**src/verilog/crr_pkg.sv**
```systemverilog
/*
 * Shared constants and carrier types for the conversion result register
 * bank: register offsets, field positions, reset values and the struct
 * that carries one channel's finished conversion from the core.
 * Assumes nothing of its surroundings beyond a SystemVerilog compiler.
 */
`default_nettype none

package crr_pkg;

    // ------------------------------------------------------------------
    // Sizes
    // ------------------------------------------------------------------
    localparam int CRR_CHANNELS = 4;
    localparam int CRR_ADDR_W = 8;
    localparam int CRR_DATA_W = 16;
    localparam int CRR_RESULT_W = 28;
    localparam int CRR_FLAG_W = 4;
    localparam int CRR_HIGH_DATA_W = 12;
    localparam int CRR_REF_PER_COUNT = 16;
    localparam int CRR_INTERVAL_W = 20;
    localparam int CRR_CH_IDX_W = 2;

    // ------------------------------------------------------------------
    // Register offsets
    // ------------------------------------------------------------------
    localparam logic [7:0] CRR_CH0_RESULT_HIGH_FLAGS = 8'h00;
    localparam logic [7:0] CRR_CH0_RESULT_LOW = 8'h01;
    localparam logic [7:0] CRR_CH1_RESULT_HIGH_FLAGS = 8'h02;
    localparam logic [7:0] CRR_CH1_RESULT_LOW = 8'h03;
    localparam logic [7:0] CRR_CH2_RESULT_HIGH_FLAGS = 8'h04;
    localparam logic [7:0] CRR_CH2_RESULT_LOW = 8'h05;
    localparam logic [7:0] CRR_CH3_RESULT_HIGH_FLAGS = 8'h06;
    localparam logic [7:0] CRR_CH3_RESULT_LOW = 8'h07;
    localparam logic [7:0] CRR_CH0_CONVERSION_INTERVAL = 8'h08;
    // Result words sit in pairs below this offset: even high, odd low
    localparam logic [7:0] CRR_RESULT_SPAN = 8'h08;

    // ------------------------------------------------------------------
    // Field positions inside a high result word
    // ------------------------------------------------------------------
    localparam int CRR_UNDERRANGE_BIT = 15;
    localparam int CRR_OVERRANGE_BIT = 14;
    localparam int CRR_TIMEOUT_BIT = 13;
    localparam int CRR_AMPLITUDE_BIT = 12;
    localparam int CRR_HIGH_DATA_MSB = 11;
    localparam int CRR_RESULT_SPLIT = 16;

    // ------------------------------------------------------------------
    // Reset values and reserved range
    // ------------------------------------------------------------------
    localparam logic [15:0] CRR_RESULT_RESET = 16'h0000;
    localparam logic [15:0] CRR_INTERVAL_RESET = 16'h0080;
    localparam logic [15:0] CRR_INTERVAL_MIN = 16'h0005;
    localparam logic [15:0] CRR_UNMAPPED_DATA = 16'h0000;

    // ------------------------------------------------------------------
    // Carrier types
    // ------------------------------------------------------------------
    typedef struct packed {
        logic underrange;
        logic overrange;
        logic timeout;
        logic amplitude;
    } crr_flags_t;

    typedef struct packed {
        logic done;
        crr_flags_t err;
        logic [CRR_RESULT_W-1:0] result;
    } crr_conv_t;

    typedef struct packed {
        logic rd;
        logic wr;
        logic [CRR_ADDR_W-1:0] addr;
        logic [CRR_DATA_W-1:0] wdata;
    } crr_req_t;

endpackage : crr_pkg

`default_nettype wire

```
**src/verilog/crr_interval_timer.sv**
```systemverilog
/*
 * Channel 0 conversion interval timer. Counts reference clock ticks and
 * pulses once per interval of max(count, 5) x 16 ticks.
 * Assumes ref_tick is a one-cycle pulse per reference period, synchronous
 * to core_clk, and that the count input changes only between intervals
 * or that a restart on change is acceptable.
 */
`timescale 1ns/100ps
`default_nettype none

module crr_interval_timer
    import crr_pkg::*;
(
    input wire logic core_clk, // Block clock
    input wire logic nrst, // Async reset, active low
    input wire logic clk_en, // Freezes all state when low
    input wire logic ref_tick, // One pulse per reference period
    input wire logic [15:0] count, // Interval in units of 16 ticks
    output logic interval_done // Pulse at end of each interval
);

    logic [15:0] count_eff;
    logic [CRR_INTERVAL_W-1:0] limit;
    logic [CRR_INTERVAL_W-1:0] ticks_q;
    logic [15:0] count_seen_q;

    // Reserved counts would give a uselessly short interval; hold at minimum
    assign count_eff = (count < CRR_INTERVAL_MIN) ? CRR_INTERVAL_MIN : count;
    assign limit = CRR_INTERVAL_W'({count_eff, 4'h0}) - CRR_INTERVAL_W'(1);

    // --------------------------------------------------------------------
    // Tick counter
    // --------------------------------------------------------------------
    always_ff @(posedge core_clk or negedge nrst)
    begin
        if (!nrst)
        begin
            ticks_q <= '0;
            count_seen_q <= CRR_INTERVAL_RESET;
        end
        else if (clk_en)
        begin
            count_seen_q <= count_eff;
            if (count_eff != count_seen_q)
            begin
                // New setting starts a fresh interval
                ticks_q <= '0;
            end
            else if (ref_tick)
            begin
                if (ticks_q >= limit)
                begin
                    ticks_q <= '0;
                end
                else
                begin
                    ticks_q <= ticks_q + CRR_INTERVAL_W'(1);
                end
            end
        end
    end

    // --------------------------------------------------------------------
    // End-of-interval pulse
    // --------------------------------------------------------------------
    always_ff @(posedge core_clk or negedge nrst)
    begin
        if (!nrst)
        begin
            interval_done <= 1'b0;
        end
        else if (clk_en)
        begin
            interval_done <= ref_tick && (ticks_q >= limit)
                && (count_eff == count_seen_q);
        end
    end

endmodule : crr_interval_timer

`default_nettype wire

```
**src/verilog/crr_regs.sv**
```systemverilog
/*
 * Conversion result register bank: per-channel 28-bit results split in a
 * high word with four read-clearing error flags and a low word, shadow
 * stores for coherent readback, and the channel 0 interval setting.
 * Assumes the serial front end has already turned host transfers into
 * single-cycle read and write strobes with a register offset, and that
 * the conversion core reports each finished conversion as a pulse.
 */
`timescale 1ns/100ps
`default_nettype none

module crr_regs
    import crr_pkg::*;
#(
    parameter bit FOUR_CH = 1'b1 // Zero gives the two-channel variant
)
(
    input wire logic core_clk, // 10 MHz block clock
    input wire logic nrst, // Async reset, active low
    input wire logic clk_en, // Freezes all state when low
    input wire crr_req_t req, // Register read/write request
    input wire crr_conv_t conv [CRR_CHANNELS], // Finished conversions
    input wire logic ref_tick, // Channel 0 reference period pulse
    output logic [CRR_DATA_W-1:0] rd_data_q, // Read data
    output logic rd_valid_q, // Read data valid pulse
    output logic unmapped_q, // Last access hit no register
    output logic [15:0] ch0_conversion_interval_q, // Interval setting
    output logic ch0_interval_done // End of channel 0 interval
);

    // ------------------------------------------------------------------
    // Address decode helpers
    // ------------------------------------------------------------------
    function automatic logic is_result(input logic [CRR_ADDR_W-1:0] a);
        is_result = (a < CRR_RESULT_SPAN);
    endfunction : is_result

    function automatic logic is_high(input logic [CRR_ADDR_W-1:0] a);
        is_high = is_result(a) && !a[0];
    endfunction : is_high

    function automatic logic [CRR_CH_IDX_W-1:0] chan_of(
        input logic [CRR_ADDR_W-1:0] a
    );
        chan_of = a[CRR_CH_IDX_W:1];
    endfunction : chan_of

    function automatic logic chan_present(
        input logic [CRR_CH_IDX_W-1:0] c
    );
        chan_present = FOUR_CH || (c < CRR_CH_IDX_W'(2));
    endfunction : chan_present

    // ------------------------------------------------------------------
    // Per-channel state
    // ------------------------------------------------------------------
    logic [CRR_RESULT_W-1:0] shadow_q [CRR_CHANNELS];
    logic [CRR_DATA_W-1:0] low_q [CRR_CHANNELS];
    crr_flags_t flags_q [CRR_CHANNELS];
    logic [CRR_CHANNELS-1:0] high_rd;
    logic [CRR_DATA_W-1:0] high_word [CRR_CHANNELS];

    genvar ch;
    generate
        for (ch = 0; ch < CRR_CHANNELS; ch++)
        begin : g_chan
            logic present;
            crr_flags_t err_in;

            // Absent channels never record and always read zero
            assign present = chan_present(CRR_CH_IDX_W'(ch));
            assign high_rd[ch] = req.rd && is_high(req.addr)
                && (chan_of(req.addr) == CRR_CH_IDX_W'(ch));
            assign err_in = (conv[ch].done && present) ? conv[ch].err : '0;

            // Word as the host sees it on a high read: fresh shadow data
            // alongside the flags as they stood before the clear
            assign high_word[ch] = {
                flags_q[ch].underrange,
                flags_q[ch].overrange,
                flags_q[ch].timeout,
                flags_q[ch].amplitude,
                shadow_q[ch][CRR_RESULT_W-1:CRR_RESULT_SPLIT]
            };

            // ----------------------------------------------------------
            // Shadow store, loaded on every finished conversion
            // ----------------------------------------------------------
            always_ff @(posedge core_clk or negedge nrst)
            begin
                if (!nrst)
                begin
                    shadow_q[ch] <= '0;
                end
                else if (clk_en && conv[ch].done && present)
                begin
                    shadow_q[ch] <= conv[ch].result;
                end
            end

            // ----------------------------------------------------------
            // Low word, refreshed by a high read (which itself shows the
            // shadow) so that a later conversion cannot split the pair
            // ----------------------------------------------------------
            always_ff @(posedge core_clk or negedge nrst)
            begin
                if (!nrst)
                begin
                    low_q[ch] <= CRR_RESULT_RESET;
                end
                else if (clk_en && high_rd[ch] && present)
                begin
                    low_q[ch] <= shadow_q[ch][CRR_RESULT_SPLIT-1:0];
                end
            end

            // ----------------------------------------------------------
            // Sticky error flags; a conversion error in the same cycle as
            // the clearing read survives it
            // ----------------------------------------------------------
            always_ff @(posedge core_clk or negedge nrst)
            begin
                if (!nrst)
                begin
                    flags_q[ch] <= '0;
                end
                else if (clk_en)
                begin
                    if (high_rd[ch])
                    begin
                        flags_q[ch] <= err_in;
                    end
                    else
                    begin
                        flags_q[ch] <= flags_q[ch] | err_in;
                    end
                end
            end
        end
    endgenerate

    // ------------------------------------------------------------------
    // Channel 0 interval setting
    // ------------------------------------------------------------------
    // Reserved values are stored as written; the timer holds the minimum
    always_ff @(posedge core_clk or negedge nrst)
    begin
        if (!nrst)
        begin
            ch0_conversion_interval_q <= CRR_INTERVAL_RESET;
        end
        else if (clk_en && req.wr
            && (req.addr == CRR_CH0_CONVERSION_INTERVAL))
        begin
            ch0_conversion_interval_q <= req.wdata;
        end
    end

    crr_interval_timer u_timer (
        .core_clk (core_clk),
        .nrst (nrst),
        .clk_en (clk_en),
        .ref_tick (ref_tick),
        .count (ch0_conversion_interval_q),
        .interval_done (ch0_interval_done)
    );

    // ------------------------------------------------------------------
    // Read data path
    // ------------------------------------------------------------------
    logic [CRR_DATA_W-1:0] rd_mux;
    logic mapped;

    always_comb
    begin
        rd_mux = CRR_UNMAPPED_DATA;
        mapped = 1'b1;
        if (is_result(req.addr))
        begin
            if (!chan_present(chan_of(req.addr)))
            begin
                mapped = 1'b0;
            end
            else if (is_high(req.addr))
            begin
                rd_mux = high_word[chan_of(req.addr)];
            end
            else
            begin
                // Low word only coherent after its high word was read
                rd_mux = low_q[chan_of(req.addr)];
            end
        end
        else if (req.addr == CRR_CH0_CONVERSION_INTERVAL)
        begin
            rd_mux = ch0_conversion_interval_q;
        end
        else
        begin
            mapped = 1'b0;
        end
    end

    always_ff @(posedge core_clk or negedge nrst)
    begin
        if (!nrst)
        begin
            rd_data_q <= '0;
            rd_valid_q <= 1'b0;
        end
        else if (clk_en)
        begin
            rd_valid_q <= req.rd;
            if (req.rd)
            begin
                rd_data_q <= rd_mux;
            end
        end
    end

    // Writes to read-only words are dropped but still count as mapped
    always_ff @(posedge core_clk or negedge nrst)
    begin
        if (!nrst)
        begin
            unmapped_q <= 1'b0;
        end
        else if (clk_en && (req.rd || req.wr))
        begin
            unmapped_q <= !mapped;
        end
    end

endmodule : crr_regs

`default_nettype wire

```
**config.mk**
```make
export PLATFORM = sky130hd
export DESIGN_NAME = crr_regs
export DESIGN_NICKNAME = d
export VERILOG_FILES = /design/src/verilog/crr_pkg.sv /design/src/verilog/crr_interval_timer.sv /design/src/verilog/crr_regs.sv
export SDC_FILE = /design/constraint.sdc
export NUM_CORES = 1
export LEC_CHECK = 0
export CORE_ASPECT_RATIO = 1.1
export CORE_MARGIN = 3
export CORE_UTILIZATION = 50
export DETAILED_ROUTE_END_ITERATION = 6
export DONT_BUFFER_PORTS = 1
export GPL_TIMING_DRIVEN = 0
export PLACE_DENSITY = 0.67
export SLEW_MARGIN = 20
export SYNTH_ARGS = -nofsm -noshare
export SYNTH_HDL_FRONTEND = slang
export SYNTH_SLANG_ARGS = --single-unit
```
**constraint.sdc**
```tcl
create_clock -name core_clk -period 10.25 [get_ports core_clk]
set_input_delay 2.05 -clock core_clk [delete_from_list [all_inputs] [get_ports core_clk]]
set_output_delay 2.05 -clock core_clk [all_outputs]
set_load 0.01 [all_outputs]
```
==> summary.txt, run 1 <==
GRT
  – Largest net degree at the start of global routing: 264
  – Number of antenna violations at the first check in global routing: 9
  – Wire length of the first global-routing pass: around 46,000 µm
  – Final global-route overflow total: 0
  – Number of global-route vias before repair: 7,898
  – All-layer global routing usage: 22.8%

Yosys
  – Net Count, Synth: roughly 1,100
  – Proportion of netlist area held by the largest area contributor: a little over half
  – Post-synthesis sequential area ratio: a little over half
  – Average cell area after synthesis: 13.8 µm²
  – Number of distinct library cells after synthesis: slightly below 70
  – Number of instances in the synthesized netlist: between 800 and 900
  – Post-Syn Area: 0.0122 mm²
  – Synth Register Bits: between 200 and 300
  – Main synth FF type: dfrtp_1
  – Share of async-settable or async-resettable flops after synthesis: 100%
  – Count of yosys warnings during synthesis: 0
  – Biggest area contributors in the synthesized netlist: dfrtp_1 (54%), mux2_2 (18%), mux4_2 (5.9%), a32o_1 (2.3%), ha_1 (1.8%)
  – EDFF count, synth: 0
  – Largest area contributor in the netlist: dfrtp_1

Routing
  – Post-detailed-route wirelength per cell: roughly 24 µm
  – Routed vias: around 7,400
  – DRC: 0
  – ANT nets after route: 0
  – DRT Wirelength: 29,800 µm
  – Count of routing violations after the opening detailed-route iteration: between 300 and 400
  – Avg Vias per Cell: about 6
  – Total iterations of the first detailed-routing run: 4

Critical path
  – Setup Crit Path Kind: reg -> reg
  – Maximum fanout along the worst path: 10
  – Nature of the critical path startpoint: register
  – Crit path required time: roughly 11,000 ps
  – Crit path capture type: register
  – Arrival time reported for the critical path endpoint: approximately 5400 ps

Die
  – Count of pins on the block boundary: approximately 200
  – Core ar.: approximately 0.024 mm²
  – Die width: around 150 µm
  – Die span in y: approximately 170 µm
  – Initial core utilization: about half
  – Placement Rows: 59
  – Die Footprint: between 0.02 and 0.03 mm²

Finish
  – Layout Area Growth over Synthesis: 10.4%
  – Net count reported at finish: 1,095
  – Final core occ: a little under three fifths
  – Register Area: between 0.006 and 0.007 mm²
  – Share of post-route cells with drive strength above 1: approximately a third
  – Post-Layout Inst Area: 0.0135 mm²
  – Total area of multi-input combinational cells: roughly 0.0053 mm²
  – Count of fill cells added during filler insertion: ~1,900
  – Fin cells: roughly 1,200

Clock tree
  – Worst-skew pair later-pin latency: around 580 ps
  – Number of buffers added by the clock tree synthesis step: 28
  – Root Buffer: clkbuf_16
  – Resized cells post-CTS: 0
  – Total clock sinks: ~260
  – CTS tree: yes
  – Buffers from clock root to sink, at most: 3
  – Number of setup buffers added after CTS: 0
  – CTS H-tree lvls: 1
  – Clock input transition at the sequential cells of the worst setup and hold paths: 60 ps
  – CTS Hold Bufs: 0

Timing
  – Final cycle utilization of the critical path: 48.1%
  – Fin crit period: about 5000 ps
  – Setup repair after global routing missed its margin: false
  – Post-route worst hold slack: between 400 and 500 ps
  – Final-report max-slew violation count: 0
  – Max-Slew Margin vs Limit: between 40% and 50%
  – Setup violation total in the final timing report: 0
  – Final sum of negative setup slack: 0 ps
  – Transition time of the tightest slew-check pin: 809 ps
  – Max Clock Skew: 55.2 ps
  – Maximum operating frequency: 203 MHz
  – Final Worst Setup Slack: around 5300 ps
  – Final number of hold-violating endpoints: 0

Power
  – Switching power summed over all nets: approximately 0.55 mW
  – Sequential Power Share: roughly 50%
  – P per Cell Area: approximately 170 mW/mm²
  – Pleak: around 5.9 nW
  – Fraction of power spent switching nets: 23.6%
  – Final Power: roughly 2.4 mW
  – Peak supply drop: ~150 µV
  – Clock group share of total power: about two fifths
  – Internal power contribution: 1.80 mW
  – Logic gate share of total power: 9.3%

Place
  – Post-placement cell count: between 1,000 and 1,500
  – Worst-case setup slack after placement: between 5000 and 6000 ps
  – Area of placed instances: 0.0126 mm²
  – Number of buffers added on ports: 0
  – RePlAce Congestion: a little over 0.8
  – Total half-perimeter wirelength after legalization and detailed placement: 21,800 µm

Worst hold path
  – Min-delay worst type: reg -> reg

Status
  – Result of the run: finished, final reports clean

Job
  – Max-cap viol count: 0
-- sequential cells by signal, summed over array words and instances, names as in the netlist --
name / cells
u_timer.interval_done: 1
low_q: 64
flags_q: 16
unmapped_q: 1
high_word: 48
shadow_q: 64
u_timer.ticks_q: 20
u_timer.count_seen_q: 16
rd_data_q: 16
ch0_conversion_interval_q: 16
rd_valid_q: 1
-- power groups by stage --
stage | Combinational (mW) | Sequential (mW) | Clock (mW)
after floorplan | 0.177 | 1.17 | 0
after global placement | 0.213 | 1.18 | 0
after detailed placement | 0.219 | 1.19 | 0
after CTS | 0.220 | 1.17 | 0.984
after global routing | 0.238 | 1.18 | 1.03
final | 0.218 | 1.17 | 0.966
-- kinds of logic after synthesis --
| family | count (synthesis) | synth area share [%] |
|---|---|---|
| DFF | 263 | 54.0 |
| muxes | 240 | 25.1 |
| and+or+nand+nor | 136 | 6.14 |
| AOI/OAI and AO/OA | 128 | 8.02 |
| buffers and inverters | 73 | 2.89 |
| xor gates and xnor gates | 27 | 1.94 |
| adders and majority gates | 18 | 1.85 |
-- final cells by class --
class	count	share of cell area [%]
flip-flops and latches	263	48.9
multi-input cells	549	39.0
clock buffers	39	5.81
well taps	305	2.84
plain buffers	60	2.26
clock inverters	9	0.744
inverters	13	0.363
diodes	3	0.0558
-- worst max-delay path, cell delays in order, from the launching register on --
cell and delay, ps:
dfrtp_1 530, nor4_2 590, nand4_1 260, nand2_1 130, ha_1 180, nand3b_1 150
nor4_1 470, nand2_1 210, nor4_1 250, xnor2_1 110, ha_1 300, nand4_1 120
a2111o_1 400, o211ai_1 350, or2_1 180, buf_6 150, buf_8 150, o21ai_1 60
a22o_1 230
-- synthesized netlist by cell type (3+ instances only) --
library cell	number
a21oi_1	21
a22o_1	11
a22oi_1	3
a32o_1	28
and3_1	9
buf_2	11
buf_6	5
clkbuf_1	38
dfrtp_1	261
ha_1	18
inv_1	13
mux2_1	12
mux2_2	194
mux4_2	32
nand2_1	48
nand3_1	10
nand4_1	6
nor2_1	17
nor2b_1	9
nor3_1	9
nor4_1	5
o21ai_0	30
o21ai_1	6
o21ai_2	3
o2bb2ai_1	3
xnor2_1	20
xor2_1	7
-- routing by layer --
layer	up-vias	share of wire (%)	GRT usage, %
met3	69	6.8	6.63
met4	14	3.8	7.80
met5	-	0.34	0
li1	3337	-	-
met1	3808	39	27.4
met2	184	50	39.3
-- layout by cell type (no fill, tap or decap), types with 7 or more instances in the layout --
master,netlist,layout
a22o_1,11,11
a21oi_1,21,21
dfrtp_1,261,261
nor2_1,17,17
xor2_1,7,7
mux2_1,12,12
ha_1,18,18
mux4_2,32,32
nor2b_1,9,9
nand3_1,10,10
o21ai_0,30,30
mux2_2,194,194
xnor2_1,20,20
nor3_1,9,9
nand2_1,48,48
a32o_1,28,28
clkbuf_1,38,45
buf_2,11,11
inv_1,13,13
clkbuf_16,0,28
and3_1,9,9
-- path summary, 6_finish.rpt --
| check | startpoint | endpoint | slack, ps | depth (start not counted) |
|---|---|---|---|---|
| setup / recovery | ch0_conversion_interval_q[14] | u_timer.ticks_q[4] | 5320 | 18 |
| hold / removal | shadow_q[93] | low_q[57] | 480 | 1 |
| setup reg to reg | ch0_conversion_interval_q[14] | u_timer.ticks_q[4] | 5320 | 18 |
| hold reg to reg | shadow_q[93] | low_q[57] | 480 | 1 |
| max in group asynchronous | nrst | ch0_conversion_interval_q[11] | 8390 | 0 |
| min in group asynchronous | nrst | high_word[9] | 1170 | 0 |
No activity file was read; power rests on OpenSTA's default activity.
==> run 2: changes to the inputs <==
Settings changed: ABC_AREA from default to 1, PLACE_DENSITY 0.67 to 0.7.
Clock period 10.25 ns to 4.18 ns, I/O delays scaled along.
==> run 2 against run 1 <==
Net effect: via count increased by 26%; critical endpoint is now u_timer.ticks_q[3]; power up 150%; synthesized area up 2.9%; hold slack worse by 360 ps; sequential power rose by 150%; register-to-register slack got worse by 4900 ps; wire length rose by 18%; cell count is 34% higher; critical path type unchanged; non-clock buffer count up 2; core utilization up 0.19 points; clock power rose to 2.5 times the previous value; sequential share of layout area is 1.6 points lower.
==> summary.txt, run 2 <==
GRT
  – Final global-route overflow total: 0 (unchanged)
  – Number of global-route vias before repair: 9,322 (was 7,898)
  – Largest net degree at the start of global routing: 264 (unchanged)
  – Number of antenna violations at the first check in global routing: 12 (was 9)
  – All-layer global routing usage: 25.5% (was 22.8%)
  – Wire length of the first global-routing pass: 52,900 µm (was 46,000 µm)

Clock tree
  – Worst-skew pair later-pin latency: 560 ps (was 580 ps)
  – CTS H-tree lvls: 1 (unchanged)
  – Root Buffer: clkbuf_16 (unchanged)
  – Number of setup buffers added after CTS: 0 (unchanged)
  – Number of buffers added by the clock tree synthesis step: 27 (was 28)
  – Clock input transition at the sequential cells of the worst setup and hold paths: 60 ps (about the same)
  – CTS tree: yes (unchanged)
  – Total clock sinks: 263 (unchanged)
  – Buffers from clock root to sink, at most: 3 (unchanged)

Yosys
  – Proportion of netlist area held by the largest area contributor: 52.1% (was 53.6%)
  – Net Count, Synth: 1,472 (was 1,065)
  – Number of distinct library cells after synthesis: 46 (was 68)
  – Most instantiated library cell after synthesis: dfrtp_1 (unchanged)
  – Biggest area contributors in the synthesized netlist: dfrtp_1 (52%), mux2_2 (8.7%), nand2_1 (6.5%), inv_1 (4.0%), mux2i_1 (3.8%) (was dfrtp_1 (54%), mux2_2 (18%), mux4_2 (5.9%), a32o_1 (2.3%), ha_1 (1.8%))
  – Average cell area after synthesis: 9.71 µm² (was 13.8 µm²)
  – Synth Register Bits: 263 (unchanged)
  – Largest area contributor in the netlist: dfrtp_1 (unchanged)
  – Commonest cells post-synth: dfrtp_1 (261), nand2_1 (217), inv_1 (132) (was dfrtp_1 (261), mux2_2 (194), nand2_1 (48))
  – EDFF count, synth: 0 (unchanged)
  – Post-synthesis sequential area ratio: 52.5% (was 54.0%)
  – Main synth FF type: dfrtp_1 (unchanged)
  – Share of async-settable or async-resettable flops after synthesis: 100% (unchanged)
  – Count of yosys warnings during synthesis: 0 (unchanged)
  – Post-Syn Area: 0.0125 mm² (was 0.0122 mm²)
  – Number of instances in the synthesized netlist: 1,292 (was 885)

Critical path
  – End of the worst register-to-register path: u_timer.ticks_q[3] (was u_timer.ticks_q[4])
  – Crit path required time: 4630 ps (was 10,660 ps)
  – Origin of the critical flop-to-flop path: ch0_conversion_interval_q[7] (was ch0_conversion_interval_q[14])
  – Worst setup endpoint: u_timer.ticks_q[3] (was u_timer.ticks_q[4])
  – Setup Crit Path Kind: reg -> reg (unchanged)
  – Length in cells of the worst reg-to-reg path: 26 (was 18)
  – Crit path from: ch0_conversion_interval_q[7] (was ch0_conversion_interval_q[14])
  – Arrival time reported for the critical path endpoint: 4190 ps (was 5350 ps)
  – Maximum fanout along the worst path: 10 (unchanged)
  – Nature of the critical path startpoint: register (unchanged)
  – Flop2flop setup slack: 440 ps (was 5320 ps)
  – Crit path capture type: register (unchanged)

Routing
  – Total iterations of the first detailed-routing run: 5 (was 4)
  – Avg Vias per Cell: 5.62 (was 5.97)
  – Post-detailed-route wirelength per cell: 21.3 µm (was 24.0 µm)
  – DRT Wirelength: 35,300 µm (was 29,800 µm)
  – Routed vias: 9,315 (was 7,412)
  – Count of routing violations after the opening detailed-route iteration: 772 (was 393)
  – DRC: 0 (unchanged)
  – ANT nets after route: 0 (unchanged)

Power
  – Switching power summed over all nets: 1.45 mW (was 0.555 mW)
  – Pleak: 6.76 nW (was 5.89 nW)
  – P per Cell Area: 422 mW/mm² (was 175 mW/mm²)
  – Internal power contribution: 4.42 mW (was 1.80 mW)
  – Peak supply drop: 425 µV (was 150 µV)
  – Fraction of power spent switching nets: 24.7% (was 23.6%)
  – Logic gate share of total power: 8.4% (was 9.3%)
  – Clock group share of total power: 42.0% (was 41.1%)
  – Sequential Power Share: 49.6% (was 49.7%)

Timing
  – Setup violation total in the final timing report: 0 (unchanged)
  – Setup repair after global routing missed its margin: false (unchanged)
  – Final number of hold-violating endpoints: 0 (unchanged)
  – Final cycle utilization of the critical path: 89.4% (was 48.1%)
  – Maximum operating frequency: 268 MHz (was 203 MHz)
  – Max Clock Skew: 10.9 ps (was 55.2 ps)
  – Final sum of negative setup slack: 0 ps (unchanged)
  – Max-Slew Margin vs Limit: 49.6% (was 46.1%)
  – Final-report max-slew violation count: 0 (unchanged)
  – Fin crit period: 3740 ps (was 4930 ps)
  – Transition time of the tightest slew-check pin: 756 ps (was 809 ps)

Job
  – Max-cap viol count: 0 (unchanged)

Die
  – Die width: 157 µm (was 155 µm)
  – Count of pins on the block boundary: 197 (unchanged)
  – Die Footprint: 0.0270 mm² (was 0.0263 mm²)
  – Die span in y: 172 µm (was 170 µm)
  – Placement Rows: 60 (was 59)
  – Initial core utilization: 51.1% (about the same)
  – Core ar.: 0.0245 mm² (was 0.0238 mm²)

Place
  – Total half-perimeter wirelength after legalization and detailed placement: 25,900 µm (was 21,800 µm)
  – Number of buffers added on ports: 0 (unchanged)
  – RePlAce Congestion: 0.904 (was 0.819)
  – Area of placed instances: 0.0129 mm² (was 0.0126 mm²)

Worst hold path
  – Min-delay worst type: in -> async (was reg -> reg)

Finish
  – Share of post-route cells with drive strength above 1: 14.2% (was 33.1%)
  – Count of fill cells added during filler insertion: 2,178 (was 1,930)
  – Post-Layout Inst Area: 0.0139 mm² (was 0.0135 mm²)
  – Most frequent standard cell in the layout excluding fill and tap cells: dfrtp_1 (unchanged)
  – Commonest cells after routing, fill and taps aside: dfrtp_1 (260), nand2_1 (217), inv_1 (132), nor2_1 (114), mux2_2 (97) (was dfrtp_1 (261), mux2_2 (194), nand2_1 (48), clkbuf_1 (45), mux4_2 (32))
  – Net count reported at finish: 1,503 (was 1,095)
  – Layout Area Growth over Synthesis: 10.9% (was 10.4%)

Status
  – Result of the run: finished, final reports clean (unchanged)
[run 2: worst max-delay path, stage by stage (launching register included)]
cell and delay (ps):
dfstp_2 550, buf_2 240, nor2_1 60, nand2_1 60
nor2_1 50, nand3_2 130, nand2_1 160, inv_1 90
ha_1 200, nand3_1 140, nor2_1 250, nand2_1 110
inv_1 100, nand2_1 50, nand2_1 60, inv_1 50
ha_1 270, nand2_1 60, nor2_1 140, nand4_1 90
inv_1 80, nand4_1 70, nand3_1 130, clkbuf_2 250
nor2_1 60, nand4_1 100, nand2_1 60
[run 2: area by class of cell]
type	instances	area, µm²	area share (%)
Multi-Input combinational cell	830	5160	37.1
Tap cell	310	388	2.79
Buffer	60	280	2.02
Sequential cell	263	6590	47.4
Timing Repair Buffer	2	55.1	0.396
Inverter	139	522	3.75
Antenna cell	6	15.0	0.108
Clock inverter	6	95.1	0.684
Clock buffer	41	808	5.81
[run 2: power by group through the flow]
| stage | Clock (mW) | Sequential [mW] | Combinational [mW] |
|---|---|---|---|
| 4_1_cts | 2.49 | 2.91 | 0.440 |
| 3_5_place_dp | 0 | 2.96 | 0.437 |
| 2_1_floorplan | 0 | 2.89 | 0.343 |
| 5_1_grt | 2.59 | 2.93 | 0.551 |
| 3_3_place_gp | 0 | 2.94 | 0.425 |
| 6_report | 2.46 | 2.91 | 0.494 |
[run 2: logic make-up (layout without fill, tap and decap cells)]
logic type                 count (synthesis)  count (layout)  share of synthesized area (%)
DFF                                      263             263                           52.5
and+or+nand+nor                          451             451                           16.0
buffers and inverters                    199             248                           6.38
other                                      0               6                              0
adders and majority gates                 18              18                           1.80
muxes                                    146             146                           12.6
xor gates and xnor gates                  34              34                           2.37
AOI/OAI and AO/OA                        181             181                           8.35
[run 2: layer usage]
layer | part of all wire [%] | vias to the layer above | track usage (%)
met5 | 0.25 | - | 0
met4 | 3.0 | 16 | 7.65
met3 | 8.5 | 84 | 6.71
met2 | 49 | 326 | 43.1
met1 | 39 | 4516 | 32.3
li1 | - | 4373 | -
[run 2: repair_timing]
action,in CTS,in global routing
gates resized for setup,0,5
setup endpoints to repair,0,19
endpoints found under the hold margin,261,137
[run 2: how the worst min path moves through the flow]
| stage | to | cells past startpoint |
|---|---|---|
| after floorplan | low_q[10] | 2 |
| after global placement | low_q[31] | 2 |
| after detailed placement | low_q[1] | 2 |
| after CTS | u_timer.ticks_q[13] | 0 |
| after global routing | ch0_conversion_interval_q[7] | 0 |
| final | ch0_conversion_interval_q[7] | 0 |
[run 2: per-stage QoR]
| step | power, mW | std cells | utilization (%) | setup WS (ps) | hold WS, ps |
|---|---|---|---|---|---|
| 2_1_floorplan | 3.24 | 1292 | - | 977 | 448 |
| 3_3_place_gp | 3.37 | 1602 | 52.7 | 393 | 460 |
| 3_5_place_dp | 3.39 | 1602 | 52.7 | 327 | 467 |
| 4_1_cts | 5.84 | 1649 | 56.3 | 298 | -32.8 |
| 5_1_grt | 6.07 | 1655 | 56.6 | 91.5 | 109 |
| 6_report | 5.87 | 1657 | 56.6 | 442 | 115 |
